--- src/rtl/azs_pkg.sv ---
package azs_pkg;

    // ========================================================================
    // Widths, start values and trial count.
    localparam int          CODE_W        = 8;
    localparam logic [7:0]  PTR_START     = 8'h80;
    localparam logic [7:0]  CODE_START    = 8'h7F;
    localparam int          TRIALS        = 8;

    // ========================================================================
    // Interrupt status bit positions.
    localparam int          EV_DONE       = 0;
    localparam int          EV_TRIAL      = 1;
    localparam int          EV_SAMPLE     = 2;
    localparam int          EV_W          = 3;

    // ========================================================================
    // Register byte offsets, one aligned word each.
    localparam logic [7:0]  OFS_CTRL      = 8'h00;
    localparam logic [7:0]  OFS_STAT      = 8'h04;
    localparam logic [7:0]  OFS_CODE      = 8'h08;
    localparam logic [7:0]  OFS_DATA      = 8'h0C;
    localparam logic [7:0]  OFS_IRQS      = 8'h10;
    localparam logic [7:0]  OFS_IRQM      = 8'h14;

    // ========================================================================
    // Control register bits.
    localparam int          CTRL_ZERO     = 0;
    localparam int          CTRL_CONV     = 1;

    // ========================================================================
    // Bus answers and start pulse timing.
    localparam logic [1:0]  RESP_OKAY     = 2'b00;
    localparam logic [1:0]  RESP_SLVERR   = 2'b10;
    localparam int          CLK_MHZ       = 25;
    localparam int          START_NS      = 200;
    localparam int          START_CYC     = (START_NS * CLK_MHZ + 999) / 1000;

    typedef enum logic [2:0] {
        AZS_IDLE, AZS_START, AZS_WAIT, AZS_JUDGE, AZS_READY
    } azs_state_e;

    typedef struct packed {
        logic        shortSw;
        logic        signalSw;
        logic        startN;
        logic [7:0]  code;
    } azs_pins_s;

    typedef struct packed {
        logic        busy;
        logic        zeroed;
        logic        resultReady;
    } azs_status_s;

endpackage

--- src/rtl/azs_bit_sync.sv ---
`timescale 1ns/1ps
`default_nettype none

module azs_bit_sync #(
    parameter int WIDTH = 9
) (
    input  wire logic             clk,
    input  wire logic             rst,
    input  wire logic [WIDTH-1:0] asyncIn,
    output var  logic [WIDTH-1:0] syncOut
);
    import azs_pkg::*;

    typedef struct packed {
        logic [WIDTH-1:0] meta;
        logic [WIDTH-1:0] sync;
    } azs_sync_s;

    azs_sync_s state_r;
    azs_sync_s state_nxt;

    initial begin
        if (WIDTH < 1) begin
            $error("azs_bit_sync needs at least one bit.");
        end
    end

    // ========================================================================
    // Two flops; only the second stage is visible outside.
    always_comb begin
        state_nxt      = state_r;
        state_nxt.meta = asyncIn;
        state_nxt.sync = state_r.meta;
    end

    always_ff @(posedge clk) begin
        if (rst) begin
            state_r <= '{meta: '1, sync: '1};
        end else begin
            state_r <= state_nxt;
        end
    end

    assign syncOut = state_r.sync;

endmodule
`default_nettype wire

--- src/rtl/azs_sequencer.sv ---
// Contract
// Shorting switch closed during zeroing, then opened and signal switch closed.
// Two separate switch controls, driven alternately, never both on.
// Converter gives all-zero result when its minus input exceeds plus.
// Invert the converter result read and outputs through inverting buffers.
// Zero result clears the trial bit before the next conversion.
// Nonzero result sets the trial bit before the next conversion.
// Exactly eight trials, then end zeroing and hold final code.
// Eight-bit correction code always presented on its own output port.
// Result input, code, switch and configuration ports kept distinct.
// Result port is input; code and switch ports are outputs.
// Completion interrupt leads into the result-read step.
// Trial pointer starts at the top bit, value 80 hex.
// Pointer shifts right after each trial; empty pointer ends zeroing.
// Start a conversion after each code update, wait for completion. The code starts none after the eighth trial's update; zeroing ends there.
`timescale 1ns/1ps
`default_nettype none

module azs_sequencer (
    input  wire logic               clk,
    input  wire logic               rst,
    input  wire logic [31:0]        s_axi_awaddr,
    input  wire logic               s_axi_awvalid,
    output var  logic               s_axi_awready,
    input  wire logic [31:0]        s_axi_wdata,
    input  wire logic [3:0]         s_axi_wstrb,
    input  wire logic               s_axi_wvalid,
    output var  logic               s_axi_wready,
    output var  logic [1:0]         s_axi_bresp,
    output var  logic               s_axi_bvalid,
    input  wire logic               s_axi_bready,
    input  wire logic [31:0]        s_axi_araddr,
    input  wire logic               s_axi_arvalid,
    output var  logic               s_axi_arready,
    output var  logic [31:0]        s_axi_rdata,
    output var  logic [1:0]         s_axi_rresp,
    output var  logic               s_axi_rvalid,
    input  wire logic               s_axi_rready,
    input  wire logic [7:0]         adcDataN,
    input  wire logic               conversion_done_irq_n,
    output var  azs_pkg::azs_pins_s pinsN,
    output var  logic               irq
);
    import azs_pkg::*;

    typedef struct packed {
        azs_state_e              fsm;
        logic [7:0]              code;
        logic [7:0]              ptr;
        logic [3:0]              trials;
        logic [7:0]              result;
        logic [7:0]              startCnt;
        logic                    zeroing;
        logic                    zeroed;
        logic                    resultReady;
        logic                    convReq;
        logic [EV_W-1:0]         irqStat;
        logic [EV_W-1:0]         irqMask;
        logic                    awHeld;
        logic                    wHeld;
        logic [7:0]              awAddr;
        logic [31:0]             wData;
        logic [3:0]              wStrb;
        logic                    bValid;
        logic [1:0]              bResp;
        logic                    rValid;
        logic [31:0]             rData;
        logic [1:0]              rResp;
    } azs_state_s;

    azs_state_s state_r;
    azs_state_s state_nxt;
    logic [7:0] dataSyncN;
    logic       doneSyncN;
    logic [7:0] trueData;
    logic [EV_W-1:0] events;
    logic       wrFire;
    logic       wrZero;
    logic       wrConv;

    initial begin
        if (START_CYC < 1) begin
            $error("Start pulse must last at least one cycle.");
        end
        if (TRIALS != CODE_W) begin
            $error("One trial per code bit is needed.");
        end
    end

    // ========================================================================
    // Pin synchronisers.
    azs_bit_sync #(.WIDTH(9)) uSync (
        .clk     (clk),
        .rst     (rst),
        .asyncIn ({conversion_done_irq_n, adcDataN}),
        .syncOut ({doneSyncN, dataSyncN})
    );

    // The result port arrives through inverting buffers.
    assign trueData = ~dataSyncN;

    // ========================================================================
    // Register bus and sequencer.
    always_comb begin
        state_nxt = state_r;
        events    = '0;
        wrFire    = 1'b0;
        wrZero    = 1'b0;
        wrConv    = 1'b0;

        if (s_axi_awvalid && !state_r.awHeld) begin
            state_nxt.awHeld = 1'b1;
            state_nxt.awAddr = s_axi_awaddr[7:0];
        end
        if (s_axi_wvalid && !state_r.wHeld) begin
            state_nxt.wHeld = 1'b1;
            state_nxt.wData = s_axi_wdata;
            state_nxt.wStrb = s_axi_wstrb;
        end
        if (state_r.bValid && s_axi_bready) begin
            state_nxt.bValid = 1'b0;
        end
        if (state_r.awHeld && state_r.wHeld && !state_r.bValid) begin
            wrFire           = 1'b1;
            state_nxt.awHeld = 1'b0;
            state_nxt.wHeld  = 1'b0;
            state_nxt.bValid = 1'b1;
            state_nxt.bResp  = RESP_OKAY;
            unique case (state_r.awAddr)
                OFS_CTRL: begin
                    wrZero = state_r.wStrb[0] && state_r.wData[CTRL_ZERO];
                    wrConv = state_r.wStrb[0] && state_r.wData[CTRL_CONV];
                end
                OFS_IRQM: begin
                    if (state_r.wStrb[0]) begin
                        state_nxt.irqMask = state_r.wData[EV_W-1:0];
                    end
                end
                OFS_IRQS, OFS_STAT, OFS_CODE, OFS_DATA: begin
                end
                default: state_nxt.bResp = RESP_SLVERR;
            endcase
        end

        if (state_r.rValid && s_axi_rready) begin
            state_nxt.rValid = 1'b0;
        end
        if (s_axi_arvalid && !state_r.rValid) begin
            state_nxt.rValid = 1'b1;
            state_nxt.rResp  = RESP_OKAY;
            state_nxt.rData  = '0;
            unique case (s_axi_araddr[7:0])
                OFS_CTRL: state_nxt.rData = '0;
                OFS_STAT: state_nxt.rData[2:0] = {state_r.resultReady,
                                                  state_r.zeroed,
                                                  state_r.zeroing};
                OFS_CODE: state_nxt.rData[7:0] = state_r.code;
                OFS_DATA: state_nxt.rData[7:0] = state_r.result;
                OFS_IRQS: state_nxt.rData[EV_W-1:0] = state_r.irqStat;
                OFS_IRQM: state_nxt.rData[EV_W-1:0] = state_r.irqMask;
                default:  state_nxt.rResp = RESP_SLVERR;
            endcase
            if (s_axi_araddr[7:0] == OFS_DATA) begin
                state_nxt.resultReady = 1'b0;
            end
        end

        if (wrConv && !state_r.zeroing) begin
            state_nxt.convReq = 1'b1;
        end

        unique case (state_r.fsm)
            AZS_IDLE: begin
                if (wrZero) begin
                    state_nxt.zeroing  = 1'b1;
                    state_nxt.zeroed   = 1'b0;
                    state_nxt.ptr      = PTR_START;
                    state_nxt.code     = CODE_START;
                    state_nxt.trials   = '0;
                    state_nxt.startCnt = 8'(START_CYC);
                    state_nxt.fsm      = AZS_START;
                end else if (state_r.convReq) begin
                    state_nxt.convReq  = 1'b0;
                    state_nxt.startCnt = 8'(START_CYC);
                    state_nxt.fsm      = AZS_START;
                end
            end
            AZS_START: begin
                state_nxt.startCnt = state_r.startCnt - 8'h01;
                if (state_r.startCnt == 8'h01) begin
                    state_nxt.fsm = AZS_WAIT;
                end
            end
            AZS_WAIT: begin
                if (!doneSyncN) begin
                    state_nxt.result = trueData;
                    state_nxt.fsm    = AZS_JUDGE;
                end
            end
            AZS_JUDGE: begin
                if (!state_r.zeroing) begin
                    state_nxt.resultReady = 1'b1;
                    events[EV_SAMPLE]     = 1'b1;
                    state_nxt.fsm         = AZS_IDLE;
                end else begin
                    // A converter reports zero for any negative input.
                    if (state_r.result == 8'h00) begin
                        state_nxt.code = state_r.code & ~state_r.ptr;
                    end else begin
                        state_nxt.code = state_r.code | state_r.ptr;
                    end
                    state_nxt.ptr    = state_r.ptr >> 1;
                    state_nxt.trials = state_r.trials + 4'h1;
                    events[EV_TRIAL] = 1'b1;
                    if (state_r.ptr == 8'h01) begin
                        state_nxt.zeroing = 1'b0;
                        state_nxt.zeroed  = 1'b1;
                        events[EV_DONE]   = 1'b1;
                        state_nxt.fsm     = AZS_IDLE;
                    end else begin
                        state_nxt.startCnt = 8'(START_CYC);
                        state_nxt.fsm      = AZS_START;
                    end
                end
            end
            AZS_READY: state_nxt.fsm = AZS_IDLE;
        endcase

        // Set wins over a write-one clear in the same cycle.
        state_nxt.irqStat = state_r.irqStat;
        if (wrFire && state_r.awAddr == OFS_IRQS && state_r.wStrb[0]) begin
            state_nxt.irqStat = state_r.irqStat & ~state_r.wData[EV_W-1:0];
        end
        state_nxt.irqStat = state_nxt.irqStat | events;
    end

    always_ff @(posedge clk) begin
        if (rst) begin
            state_r        <= '0;
            state_r.fsm    <= AZS_IDLE;
            state_r.code   <= CODE_START;
        end else begin
            state_r <= state_nxt;
        end
    end

    // ========================================================================
    // Outputs; every pin is inverted by the external buffers.
    assign s_axi_awready = !state_r.awHeld;
    assign s_axi_wready  = !state_r.wHeld;
    assign s_axi_bvalid  = state_r.bValid;
    assign s_axi_bresp   = state_r.bResp;
    assign s_axi_arready = !state_r.rValid;
    assign s_axi_rvalid  = state_r.rValid;
    assign s_axi_rdata   = state_r.rData;
    assign s_axi_rresp   = state_r.rResp;
    assign irq           = |(state_r.irqStat & state_r.irqMask);

    // Separate pins for each switch, code and start keep the ports apart.
    assign pinsN = '{
        shortSw:  ~state_r.zeroing,
        signalSw: state_r.zeroing,
        startN:   ~(state_r.fsm == AZS_START),
        code:     ~state_r.code
    };

    // ========================================================================
    // Checks.
    switch_alt_a: assert property (@(posedge clk) disable iff (rst)
        pinsN.shortSw != pinsN.signalSw)
        else $error("Both switches in the same state.");
    short_zero_a: assert property (@(posedge clk) disable iff (rst)
        state_r.zeroing |-> !pinsN.shortSw)
        else $error("Short switch open while zeroing.");
    ptr_start_a: assert property (@(posedge clk) disable iff (rst)
        (state_r.fsm == AZS_IDLE && wrZero) |=> state_r.ptr == 8'h80)
        else $error("Pointer did not start at top bit.");
    ptr_shift_a: assert property (@(posedge clk) disable iff (rst)
        (state_r.fsm == AZS_JUDGE && state_r.zeroing)
        |=> state_r.ptr == ($past(state_r.ptr) >> 1))
        else $error("Pointer did not shift.");
    clear_bit_a: assert property (@(posedge clk) disable iff (rst)
        (state_r.fsm == AZS_JUDGE && state_r.zeroing
         && state_r.result == 8'h00)
        |=> (state_r.code & $past(state_r.ptr)) == 8'h00)
        else $error("Trial bit not cleared.");
    set_bit_a: assert property (@(posedge clk) disable iff (rst)
        (state_r.fsm == AZS_JUDGE && state_r.zeroing
         && state_r.result != 8'h00)
        |=> (state_r.code & $past(state_r.ptr)) != 8'h00)
        else $error("Trial bit not set.");
    eight_trials_a: assert property (@(posedge clk) disable iff (rst)
        $rose(state_r.zeroed) |-> state_r.trials == 4'h8)
        else $error("Zeroing did not take eight trials.");
    trial_cap_a: assert property (@(posedge clk) disable iff (rst)
        state_r.zeroing |-> state_r.trials < 4'h8)
        else $error("More than eight trials.");
    code_out_a: assert property (@(posedge clk) disable iff (rst)
        !(state_r.fsm == AZS_JUDGE || (state_r.fsm == AZS_IDLE && wrZero))
        |=> $stable(pinsN.code))
        else $error("Code pins changed outside a trial.");
    zero_end_a: assert property (@(posedge clk) disable iff (rst)
        (state_r.fsm == AZS_JUDGE && state_r.zeroing && state_r.ptr == 8'h01)
        |=> !state_r.zeroing && !pinsN.signalSw && state_r.fsm == AZS_IDLE)
        else $error("Zeroing did not end after the last trial.");
    start_wait_a: assert property (@(posedge clk) disable iff (rst)
        (state_r.fsm == AZS_JUDGE && state_r.zeroing && state_r.ptr != 8'h01)
        |=> !pinsN.startN [*5])
        else $error("No start after code update.");
    start_len_a: assert property (@(posedge clk) disable iff (rst)
        $fell(pinsN.startN) |-> !pinsN.startN [*5] ##1 pinsN.startN)
        else $error("Start pulse length wrong.");
    wait_done_a: assert property (@(posedge clk) disable iff (rst)
        (state_r.fsm == AZS_WAIT && doneSyncN) |=> state_r.fsm == AZS_WAIT)
        else $error("Trial judged before completion.");
    read_inv_a: assert property (@(posedge clk) disable iff (rst)
        (state_r.fsm == AZS_WAIT && !doneSyncN)
        |=> state_r.result == ~$past(dataSyncN))
        else $error("Result not inverted on read.");
    sample_irq_a: assert property (@(posedge clk) disable iff (rst)
        (state_r.fsm == AZS_JUDGE && !state_r.zeroing)
        |=> state_r.resultReady && state_r.irqStat[EV_SAMPLE])
        else $error("Result not flagged after conversion.");
    resp_hold_a: assert property (@(posedge clk) disable iff (rst)
        (s_axi_bvalid && !s_axi_bready) |=> s_axi_bvalid)
        else $error("Write response withdrawn early.");
    rdata_hold_a: assert property (@(posedge clk) disable iff (rst)
        (s_axi_rvalid && !s_axi_rready)
        |=> s_axi_rvalid && $stable(s_axi_rdata))
        else $error("Read data withdrawn early.");

    // ========================================================================
    // Cover points.
    zero_run_c: cover property (@(posedge clk) disable iff (rst)
        $rose(state_r.zeroed));
    single_conv_c: cover property (@(posedge clk) disable iff (rst)
        $rose(state_r.resultReady));
    irq_raise_c: cover property (@(posedge clk) disable iff (rst)
        $rose(irq));
    start_pulse_c: cover property (@(posedge clk) disable iff (rst)
        $fell(pinsN.startN));
    bus_error_c: cover property (@(posedge clk) disable iff (rst)
        s_axi_bvalid && s_axi_bresp == RESP_SLVERR);

endmodule
`default_nettype wire

--- config.mk ---
export PLATFORM = sky130hd
export DESIGN_NAME = azs_sequencer
export DESIGN_NICKNAME = d
export VERILOG_FILES = /design/src/rtl/azs_pkg.sv /design/src/rtl/azs_bit_sync.sv /design/src/rtl/azs_sequencer.sv
export SDC_FILE = /design/constraint.sdc
export NUM_CORES = 1
export LEC_CHECK = 0
export BUFFER_PORTS_ARGS = -buffer_cell sky130_fd_sc_hd__clkbuf_2
export CORE_MARGIN = 2
export CORE_UTILIZATION = 41
export CTS_BUF_LIST = sky130_fd_sc_hd__clkbuf_8
export CTS_CLUSTER_SIZE = 12
export DETAILED_ROUTE_END_ITERATION = 16
export PLACE_DENSITY = 0.68
export REMOVE_ABC_BUFFERS = 1
export SETUP_SLACK_MARGIN = 0.4
export SLEW_MARGIN = 25
export SYNTH_ARGS = -nofsm -noshare
export SYNTH_HDL_FRONTEND = slang
export SYNTH_SLANG_ARGS = --single-unit
export TNS_END_PERCENT = 20
--- constraint.sdc ---
create_clock -name clk -period 2.16 [get_ports clk]
set_input_delay 0.108 -clock clk [delete_from_list [all_inputs] [get_ports clk]]
set_output_delay 0.108 -clock clk [all_outputs]
set_load 0.02 [all_outputs]
Word level (Yosys, flattened, before mapping)
Index checks and enable logic that the tools add are counted.
- equality and inequality tests: 23
- add/subtract/negate cells: 2
- bitwise gates (word level): 12
- mux-type cells: 45
- reductions and logical operators: 36
- operators with widths (operator ; count):
    $mux 20 ; 2
    $pmux 20 s2 ; 1
    $mux 35 ; 1
    $eq 8x4->1 const B ; 4
    $eq 8x5->1 const B ; 4
    $mux 8 ; 4
    $pmux 3 s5 ; 2
    $logic_not 8->1 ; 3
    $not 8->8 ; 3
    $pmux 8 s3 ; 1
    $mux 3 ; 7
    $mux 1 ; 19
    $eq 8x1->1 const B ; 2
    $eq 8x3->1 const B ; 2
    $logic_and 1x1->1 ; 12
    $ne 2x2->1 const B ; 6
    $reduce_or 6->1 ; 2
    $mux 10 ; 1
    $mux 2 ; 5
    $pmux 5 s2 ; 1
    $reduce_and 3->1 ; 3
    $and 8x8->8 ; 1
    $or 8x8->8 ; 1
    $reduce_and 4->1 ; 2
    other kinds (18) ; 29
- input port bits: 116
- output and inout bits: 53
- bits in registers: 95

Longest topological paths before layout
Gate-level depths: netlist (run 1).
- word-level depth: 8
- mapped depth: 9
- depth with buffers taken out: 7

Cells and area by module
Synthesis (run 1) repeated with hierarchy kept, for this count alone.
- cells, all modules: 456
- area total of the unflattened synthesis: 4001.3 um^2
- by module, submodules not included (module ; cells an instance ; instances ; area an instance (um^2) ; sequential area each (um^2)):
    azs_sequencer ; 419 ; 1 ; 3517.1 ; 1401.3
    azs_bit_sync ; 37 ; 1 ; 484.2 ; 360.3

Least setup slack after synthesis (run 1)
OpenSTA, ideal clock, no wires.
- path type: reg-to-reg
- start point: reg state_r (netlist bit s_axi_bvalid)
- end point: reg state_r[95] (netlist bit)
- library setup time: 0.070 ns
- arrival time: 1.819 ns
- buffers on the path: 1
- stages on the path, launching flop included: 7
- setup slack: 0.271 ns
- clock period less this slack: 1.889 ns
- cells stage by stage: dfxtp_1 > nor4_4 > nand4_2 > a21o_1 > buf_6 > or4_1 > a21oi_1
- cells in the longest elaborated chain, start to end: 5
- elaborated cells between the ends (all ways): 7
- classes of those cells: eq/ne: 1; mux: 3; reduce/logical: 3
- RTL lines (element ; line ; text):
    from (decl) ; azs_sequencer.sv:71 ; azs_state_s state_r;
    from (signal assigned) ; azs_sequencer.sv:243 ; state_r <= state_nxt;
    $logic_not 1->1 * ; azs_sequencer.sv:123 ; if (state_r.awHeld && state_r.wHeld && !state_r.bValid) begin
    $logic_and 1x1->1 * ; azs_sequencer.sv:123 ;
    $mux 1 * ; azs_sequencer.sv:123 ;
    $ne 3x3->1 (no source line) or $mux 8 (tied branches) ; n/a ;
    $reduce_and 4->1 (no source line) or $pmux 8 s3 (tied branches) ; n/a ;
Mark *: on every way between the ends. The rest lies on a longest branch, timed or not.
A chain may end at the register's enable or synchronous reset.

Worst setup path in the final report (run 1)
- start point: reg state_r[121] (netlist bit)
- end point: reg state_r (netlist bit pinsN[9])
- cells in the longest elaborated chain, start to end: 4
- RTL lines (element ; line ; text):
    $eq 8x1->1 ; azs_sequencer.sv:215 ; if (state_r.ptr == 8'h01) begin
    $mux 2 ; azs_sequencer.sv:215 ;
    $mux 10 ; azs_sequencer.sv:201 ; if (!state_r.zeroing) begin
    $pmux 2 s2 ; azs_sequencer.sv:172 ; unique case (state_r.fsm)
Every way passes these cells. The select of a mux whose other input is x is not followed.

==> impl_metrics.csv, run 1 <==
group,metric,value,unit
logic_synthesis,synth_edf_count,0,
finish,syn_to_final_growth,21.54,%
global_routing,grt.met3_usage,3.965,%
drt,dr.pass1.iters,4,
worst_setup_path,reg2reg_slack,300,ps
sta,finClkSkew,10.49,ps
clock_network,htree_levels,3,
sta,layout_min_cycle_time,1858,ps
worst_setup_path,rr_startpoint,"state_r[121]",
worst_setup_path,critPathKind,"reg2reg",
drt,wl_per_cell,12.85,µm
placement,routabilityCongestion,0.8147,
global_routing,grt_use_met1,22.15,%
logic_synthesis,synth.avg_cell_area,8.530,µm²
logic_synthesis,yosys_warnings,0,
logic_synthesis,synth.distinct_cells,55,
sta,setup_viol,0,
sta,rsz0062_at_grt,"true",
logic_synthesis,async_reset_ff_share,0,%
global_routing,grt_pass1_vias,3296,
finish,final_nets,681,
clock_network,insertion_delay,360,ps
logic_synthesis,synth_flop_cell,"dfxtp_1",
power_and_ir_drop,ir_drop,299.8,µV
placement,port_buffers,62,
global_routing,grt_max_degree,35,
clock_network,cts_buffers,9,
min_path,worstHoldStart,"s_axi_bready",
sta,drv_slew,0,
global_routing,grt_overflow,0,
clock_network,clock_sinks,88,
drt,ant_nets,0,
logic_synthesis,ys_ff_latch,88,
min_path,min_path_type,"in2reg",
global_routing,antenna_found_initial,0,
sta,maxSlewHeadroom,54.29,%
logic_synthesis,synth.cell_area,0.004060,mm²
worst_setup_path,cpPeakStageDelay,540,ps
job,drv_cap,0,
drt,vias,3456,
worst_setup_path,startpoint_type,"register",
worst_setup_path,cp_max_fo,3,
logic_synthesis,synth_cells,476,
sta,worstMarginPinSlew,684.2,ps
min_path,whs_path_depth,4,
clock_network,cts_tree,"done",
worst_setup_path,crit_required,2400,ps
placement,dp_hpwl,6131,µm
sta,tns,0,ps
power_and_ir_drop,leakagePower,2.101,nW
clock_network,cts-root-buf,"clkbuf_8",
worst_setup_path,critPathLaunch,"state_r[121]",
global_routing,use_met2,28.38,%
global_routing,busiest_layer,"met2",
drt,first_iter_violations,200,
worst_setup_path,critPathSlowestCell,"or4_4",
die,die_w,103.5,µm
worst_setup_path,cp_cell_sequence,"or4_4 -> nor4b_4 -> buf_4 -> buf_4 -> a32o_1 -> nor2_1",
global_routing,grt_pass1_wl,15370,µm
run_status,status,"completed",
sta,post-route-period-util,86.01,%
sta,hold_viol,0,
drt,viasPerCell,4.958,
clock_network,clk_pin_slew,100,ps
die,core,0.009684,mm²
die,start_util,41.93,%
sta,whs,19.72,ps
finish,mostFrequentLayoutCells,"dfxtp_1 (81), clkbuf_2 (62), nor2_1 (47)",
worst_setup_path,crit_top_cell,"buf_4",
logic_synthesis,ys_seq_area_share,43.39,%
finish,final_util,50.96,%
worst_setup_path,crit_family,"simple AND/OR/NAND/NOR gates",
worst_setup_path,crit_cells,6,
worst_setup_path,reg2reg_depth,6,
finish,mostFrequentLayoutCell,"dfxtp_1",
finish,layout-drive-gt1-share,26.24,%
die,die_area,0.01071,mm²
sta,fmax,538.2,MHz
worst_setup_path,arrival,2090,ps
global_routing,grt.total_usage,17.09,%
worst_setup_path,crit_path_end_kind,"register",
die,rows,36,
power_and_ir_drop,p_per_area,698.6,mW/mm²
die,dieHeight,103.5,µm
worst_setup_path,path_buf_inv,2,
drt,route.detailed.drc,0,
clock_network,clock_path_buffers,2,
die,ioPinCount,169,
finish,antenna_cells,0,
drt,wirelength,8957,µm
per-layer routing:
metal  vias to the layer above  routed length, µm
met5                         -                  0
met4                         0                 91
met3                         8                394
met2                        93               4357
met1                      1598               4113
li1                       1757                  -
synthesized netlist by cell type (4+ instances only):
| cell | n | area, µm² |
|---|---|---|
| a211oi_1 | 13 | 97.59 |
| a21o_1 | 8 | 60.06 |
| a21oi_1 | 38 | 190.2 |
| and3_1 | 8 | 50.05 |
| buf_4 | 38 | 285.3 |
| clkbuf_1 | 22 | 82.58 |
| dfxtp_1 | 88 | 1762 |
| ha_1 | 6 | 75.07 |
| inv_1 | 21 | 78.83 |
| mux2i_1 | 12 | 120.1 |
| nand2_1 | 36 | 135.1 |
| nand3_1 | 10 | 50.05 |
| nand4_1 | 4 | 25.02 |
| nor2_1 | 48 | 180.2 |
| nor2b_1 | 8 | 50.05 |
| nor3_1 | 10 | 50.05 |
| nor4_1 | 4 | 25.02 |
| o21ai_0 | 25 | 125.1 |
| o31ai_1 | 5 | 37.54 |
| or2_2 | 18 | 112.6 |
| or4_1 | 4 | 30.03 |
final cells by class:
type                            count  area, µm²
Clock inverter                      7      72.57
Multi-Input combinational cell    328       1988
Tap cell                          133      166.4
Fill cell                         916       4750
Inverter                           23      87.58
Timing Repair Buffer              109      725.7
Clock buffer                        9      123.9
Sequential cell                    88       1770
power breakdown:
part | leakage (nW) | total [mW] | switching, mW | internal, mW
combinational | 1.28 | 0.604 | 0.340 | 0.264
clock | 0.0966 | 1.12 | 0.664 | 0.451
sequential | 0.721 | 1.73 | 0.0500 | 1.68
total | 2.10 | 3.45 | 1.05 | 2.39
flip-flops by register name (all words and copies together), names as in the netlist, 8 cells and up:
| register | flops |
|---|---|
| s_axi_rdata | 8 |
| state_r | 57 |
| uSync.state_nxt | 9 |
| uSync.syncOut | 9 |
cells by family (layout without fill, tap and decap cells):
group / Yosys count / count (layout) / synth area share, %
mux: 13 / 13 / 3.236
fa+ha+maj: 6 / 6 / 1.849
compound gates: 113 / 113 / 17.54
buf+inv: 85 / 148 / 11.59
flops: 88 / 88 / 43.39
simple gates: 170 / 170 / 22.31
other cells: 1 / 26 / 0.09236
path summary, 6_finish.rpt:
kind,to
max,pinsN[9]
min,s_axi_bvalid
max reg2reg,pinsN[9]
min reg2reg,state_r[108]
stage by stage:
step | power [mW] | worst slack (ps) | instance area [µm²] | cells
final | 3.447 | 302.1 | 4935 | 697
after global routing | 3.628 | 211.0 | 4935 | 697
after CTS | 3.437 | 318.9 | 4873 | 694
after detailed placement | 2.287 | 207.1 | 4367 | 650
after global placement | 2.273 | 204.6 | 4367 | 650
after floorplan | 2.096 | 244.2 | 3770 | 439
repair_timing:
item	CTS	global route
hold buffers	25	0
endpoints found under the hold margin	24	0
gates resized for setup	12	14
pin swaps	5	8
buffers inserted	3	3
setup endpoints to repair	14	29
worst register-to-register path: cells and delay by family, from the launching register on:
kind / cells / cell delay (ps)
buffers and inverters: 2 / 330
AO/OA/AOI/OAI: 1 / 180
flip-flops: 1 / 330
AND/OR/NAND/NOR: 3 / 910
No activity file was read; power rests on OpenSTA's default activity.
==> run 2: changes to the inputs <==
- CORE_UTILIZATION: 41 -> 47
- CTS_CLUSTER_SIZE: 12 -> 20
- PLACE_DENSITY: 0.68 -> 0.77
- clock period: 2.16 -> 2 ns (I/O delays scaled with it)
==> run 2 against run 1 <==
  * Register-to-register slack got worse by 200 ps
  * Via count increased by 8.1%
  * Power increased by 11%
  * Critical endpoint is now state_r[100]
  * Largest power group unchanged
==> impl_metrics.csv, run 2 (same netlist as run 1, synthesis figures left out) <==
group,metric,value,unit
die,start_util,48.92,%
clock_network,clk_pin_slew,100,ps
power_and_ir_drop,p_per_area,749.0,mW/mm²
finish,final_util,61.45,%
clock_network,insertion_delay,360,ps
drt,first_iter_violations,362,
min_path,min_path_type,"in2reg",
drt,wl_per_cell,14.58,µm
sta,maxSlewHeadroom,52.71,%
sta,rsz0062_at_grt,"true",
global_routing,grt.total_usage,19.38,%
die,die_area,0.009398,mm²
worst_setup_path,startpoint_type,"register",
sta,setup_viol,0,
placement,dp_hpwl,6555,µm
worst_setup_path,rr_startpoint,"state_r[116]",
finish,regMostFlops,"state_r",
sta,worstMarginPinSlew,707.9,ps
sta,drv_slew,0,
clock_network,htree_levels,3,
drt,route.detailed.drc,0,
worst_setup_path,critPathKind,"reg2reg",
clock_network,clock_sinks,88,
finish,fill_cells,676,
global_routing,grt_pass1_wl,15360,µm
finish,multiInputGateArea,0.002021,mm²
die,core,0.008299,mm²
finish,mostFrequentLayoutCell,"dfxtp_1",
finish,largest_reg_flops,57,
worst_setup_path,arrival,2190,ps
finish,layout-drive-gt1-share,29.45,%
die,die_w,96.95,µm
job,drv_cap,0,
worst_setup_path,reg2reg_slack,100,ps
finish,syn_to_final_growth,25.61,%
placement,routabilityCongestion,0.8428,
sta,layout_min_cycle_time,1895,ps
run_status,status,"completed",
power_and_ir_drop,leakagePower,2.212,nW
drt,dr.pass1.iters,5,
global_routing,grt_pass1_vias,3471,
global_routing,grt_overflow,0,
min_path,whs_path_depth,3,
drt,vias,3736,
worst_setup_path,r2r-end,"state_r[100]",
drt,viasPerCell,5.422,
worst_setup_path,cp_max_fo,4,
sta,hold_viol,0,
drt,ant_nets,0,
sta,fmax,527.6,MHz
die,rows,33,
worst_setup_path,crit_required,2290,ps
worst_setup_path,crit_path_end_kind,"register",
die,dieHeight,96.95,µm
min_path,holdPathEnd,"state_r[83]",
global_routing,antenna_found_initial,0,
finish,register_area,0.001774,mm²
finish,mostFrequentLayoutCells,"dfxtp_1 (82), clkbuf_2 (62), nor2_1 (45)",
power_and_ir_drop,ir_drop,303.9,µV
clock_network,clock_path_buffers,2,
clock_network,cts_buffers,9,
placement,port_buffers,62,
finish,antenna_cells,0,
drt,wirelength,10050,µm
sta,tns,0,ps
sta,whs,5.714,ps
clock_network,cts_tree,"done",
global_routing,grt_max_degree,22,
placement,dp.cells,631,
finish,final_nets,701,
min_path,worstHoldStart,"s_axi_awvalid",
finish,fin_area,0.005100,mm²
sta,finClkSkew,14.48,ps
clock_network,cts-root-buf,"clkbuf_8",
finish,fin_cells,689,
placement,place_area,0.004399,mm²
sta,post-route-period-util,94.77,%
die,ioPinCount,169,
worst_setup_path,reg2reg_depth,6,
## run 2: worst max path at each step
stage / from / to / slack [ps] / cells after the start
3_3_place_gp: state_r[116] / state_r[97] / 80 / 6
4_1_cts: state_r[121] / state_r[130] / 110 / 6
5_1_grt: state_r[116] / state_r[130] / 50 / 6
2_1_floorplan: state_r[130] / state_r[129] / 80 / 7
6_report: state_r[116] / state_r[100] / 100 / 6
3_5_place_dp: state_r[116] / state_r[97] / 80 / 6
## run 2: power by group
group / internal, mW / leakage (nW) / switching, mW
Combinational: 0.325 / 1.40 / 0.411
Sequential: 1.81 / 0.721 / 0.0544
Clock: 0.486 / 0.0955 / 0.732
## run 2: repair_timing
action                                 CTS  global route
endpoints found under the hold margin   23             0
buffers inserted                         4            14
hold buffers                            23             0
pin swaps                                5            13
gates resized for setup                  8            33
setup endpoints to repair               29            33
cloned                                   0             1
## run 2: layout make-up
type | instances | area share, %
clock buffers | 9 | 2.429
clock inverters | 7 | 1.374
inverters | 23 | 1.693
multi-input cells | 328 | 39.62
flip-flops and latches | 88 | 34.79
well taps | 105 | 2.576
repair buffers | 129 | 17.52
## run 2: per-stage QoR
step | setup WS, ps | total power, mW
4_1_cts | 109.3 | 3.715
3_5_place_dp | 77.82 | 2.488
6_report | 104.5 | 3.820
3_3_place_gp | 76.04 | 2.461
5_1_grt | 52.37 | 3.984
2_1_floorplan | 84.21 | 2.264
## run 2: worst max-delay path, cell delays in order (launching register included)
cell and delay, ps:
dfxtp_2 340, or4_4 540, nor4b_4 320, o21a_1 270, buf_4 140, o31ai_1 70, a21oi_1 160
## run 2: routing by layer
layer  global-route usage (%)  routed length, µm  up-vias
met4                    5.742                194        0
li1                         -                  -     1797
met5                        0                  0        -
met1                    22.74               4176     1745
met2                    35.36               5090      168
met3                    4.046                586       26
==> run 3: changes to the inputs <==
- GPL_TIMING_DRIVEN: unset -> 0
- SKIP_CTS_REPAIR_TIMING: unset -> 1
==> run 3 against run 2 <==
  * The flow now finishes with violations (negative hold slack)
  * Utilization down 2.4 points
  * Clock-buffer cell count unchanged
  * Die area unchanged
  * Power down 1.6%
  * Worst hold slack worse by 11 ps
  * Sequential share of layout area up 1.4 points
  * Global-route usage down 1.1 points
  * First-iteration DRC count down 8.6%
  * Combinational power down 8.4%
  * Final area down 3.9%
  * Via count down 4.3%
  * Largest power group unchanged
==> impl_metrics.csv, run 3 (same netlist as run 1, synthesis figures left out) <==
group,metric,value,unit
run_status,status,"finished, violations left",
run_status,violations,"negative hold slack",
global_routing,grt_pass1_vias,3121,
clock_network,cts_tree,"done",
die,die_area,0.009398,mm²
placement,dp.cells,606,
drt,wl_met3,554,µm
power_and_ir_drop,finalPower,3.760,mW
worst_setup_path,rr_startpoint,"state_r[121]",
worst_setup_path,arrival,2240,ps
power_and_ir_drop,p_int,2.588,mW
worst_setup_path,critPathLaunch,"state_r[121]",
worst_setup_path,crit_path_end_kind,"register",
sta,drv_slew,0,
finish,final_nets,668,
sta,post-route-period-util,99.33,%
global_routing,grt.total_usage,18.27,%
power_and_ir_drop,p_clk_share,32.5,%
finish,layout-drive-gt1-share,26.50,%
power_and_ir_drop,pwr-share-comb,17.9,%
worst_setup_path,reg2reg_depth,6,
die,die_w,96.95,µm
drt,wirelength,9395,µm
finish,mostFrequentLayoutCells,"dfxtp_1 (82), clkbuf_2 (62), nor2_1 (47)",
power_and_ir_drop,ir_drop,346.5,µV
drt,wl_per_cell,14.32,µm
sta,hold_viol,3,
finish,mostFrequentLayoutCell,"dfxtp_1",
sta,maxSlewHeadroom,41.59,%
drt,drt-met1-wl,3955,µm
min_path,min_path_type,"in2reg",
drt,viasPerCell,5.450,
sta,layout_min_cycle_time,1987,ps
die,dieHeight,96.95,µm
finish,regMostFlops,"state_r",
clock_network,cts_buffers,9,
worst_setup_path,r2r-end,"state_r[99]",
global_routing,grt_pass1_wl,14330,µm
drt,routed-wl-met2,4686,µm
power_and_ir_drop,power_frac_seq,49.6,%
worst_setup_path,critPathKind,"reg2reg",
placement,routabilityCongestion,0.8082,
worst_setup_path,cp_cell_sequence,"or4_4 -> nor4b_4 -> buf_6 -> o21a_4 -> nor4_1 -> a31o_2",
worst_setup_path,crit_required,2250,ps
finish,antenna_cells,0,
sta,setup_viol,0,
clock_network,htree_levels,3,
power_and_ir_drop,p_sw_share,31.16,%
clock_network,clk_pin_slew,100,ps
drt,vias,3575,
worst_setup_path,cpPeakStageDelay,520,ps
global_routing,grt_overflow,0,
drt,dr.pass1.iters,6,
sta,worstMarginPinSlew,874.4,ps
worst_setup_path,critPathSlowestCell,"or4_4",
clock_network,clock_path_buffers,2,
worst_setup_path,crit_end,"state_r[99]",
power_and_ir_drop,switchingPower,1.172,mW
job,drv_cap,0,
global_routing,antenna_found_initial,0,
finish,fin_cells,656,
sta,rsz0062_at_grt,"true",
die,core,0.008299,mm²
worst_setup_path,cp_max_fo,7,
drt,first_iter_violations,331,
finish,largest_reg_flops,57,
sta,fmax,503.4,MHz
clock_network,insertion_delay,360,ps
die,start_util,48.92,%
power_and_ir_drop,leakagePower,2.059,nW
drt,dr.max_layer_used,"met4",
placement,dp_hpwl,5974,µm
power_and_ir_drop,p_per_area,767.3,mW/mm²
placement,port_buffers,62,
sta,whs,-4.940,ps
sta,finClkSkew,12.25,ps
worst_setup_path,startpoint_type,"register",
finish,final_util,59.04,%
drt,route.detailed.drc,0,
drt,ant_nets,0,
global_routing,grt_max_degree,78,
worst_setup_path,reg2reg_slack,10,ps
clock_network,clock_sinks,88,
finish,syn_to_final_growth,20.68,%
die,rows,33,
clock_network,cts-root-buf,"clkbuf_8",
die,ioPinCount,169,
-- run 3: cell types whose count changed in the layout (fill, tap and decap cells not counted), sizes merged --
cell,previous run,this run
dlygate4sd3,23,20
o21a,1,2
buf,44,12
inv,25,26
clkinv,4,3
clkbuf,71,72
-- run 3: area by class of cell --
| cell class | instances | area (µm²) |
|---|---|---|
| clock buffers | 9 | 123.9 |
| clock inverters | 7 | 75.07 |
| fillers | 688 | 3400 |
| inverters | 23 | 86.33 |
| multi-input cells | 329 | 2085 |
| flip-flops and latches | 88 | 1772 |
| well taps | 105 | 131.4 |
| repair buffers | 95 | 626.9 |
-- run 3: power by group through the flow --
stage / logic, mW / registers [mW] / clock network (mW)
2_1_floorplan: 0.362 / 1.90 / 0
3_3_place_gp: 0.513 / 1.90 / 0
3_5_place_dp: 0.526 / 1.90 / 0
4_1_cts: 0.529 / 1.86 / 1.23
5_1_grt: 0.730 / 1.88 / 1.34
6_report: 0.674 / 1.87 / 1.22
-- run 3: critical path: cells and delay by family, from the launching register on --
kind | cells | cell delay, ps
buffers and inverters | 1 | 190
AND/OR/NAND/NOR | 3 | 890
flip-flops | 1 | 370
AO/OA/AOI/OAI | 2 | 430
-- run 3: metal layers --
metal / GRT usage [%] / vias up
li1: - / 1739
met1: 22.52 / 1653
met2: 30.88 / 158
met3: 4.769 / 25
met4: 6.392 / 0
met5: 0 / -
-- run 3: metrics by stage --
| stage | setup TNS [ps] | worst slack, ps | cell area, µm² |
|---|---|---|---|
| 2_1_floorplan | 0 | 84.21 | 3770 |
| 3_3_place_gp | -5319 | -353.7 | 4212 |
| 3_5_place_dp | -4296 | -419.8 | 4214 |
| 4_1_cts | -4893 | -449.9 | 4413 |
| 5_1_grt | -56.35 | -33.97 | 4900 |
| 6_report | 0 | 13.31 | 4900 |
-- run 3: worst min path at each step --
| stage | start | endpoint | slack (ps) | cells after the start |
|---|---|---|---|---|
| 6_report | s_axi_awaddr[4] | state_r[78] | -5 | 3 |
| 5_1_grt | s_axi_awaddr[2] | state_r[76] | 3 | 3 |
| 4_1_cts | adcDataN[0] | uSync.state_nxt[0] | -90 | 2 |
| 3_5_place_dp | adcDataN[0] | uSync.state_nxt[0] | 290 | 2 |
| 3_3_place_gp | adcDataN[4] | uSync.state_nxt[4] | 280 | 2 |
| 2_1_floorplan | rst | s_axi_rdata[3] | 170 | 1 |
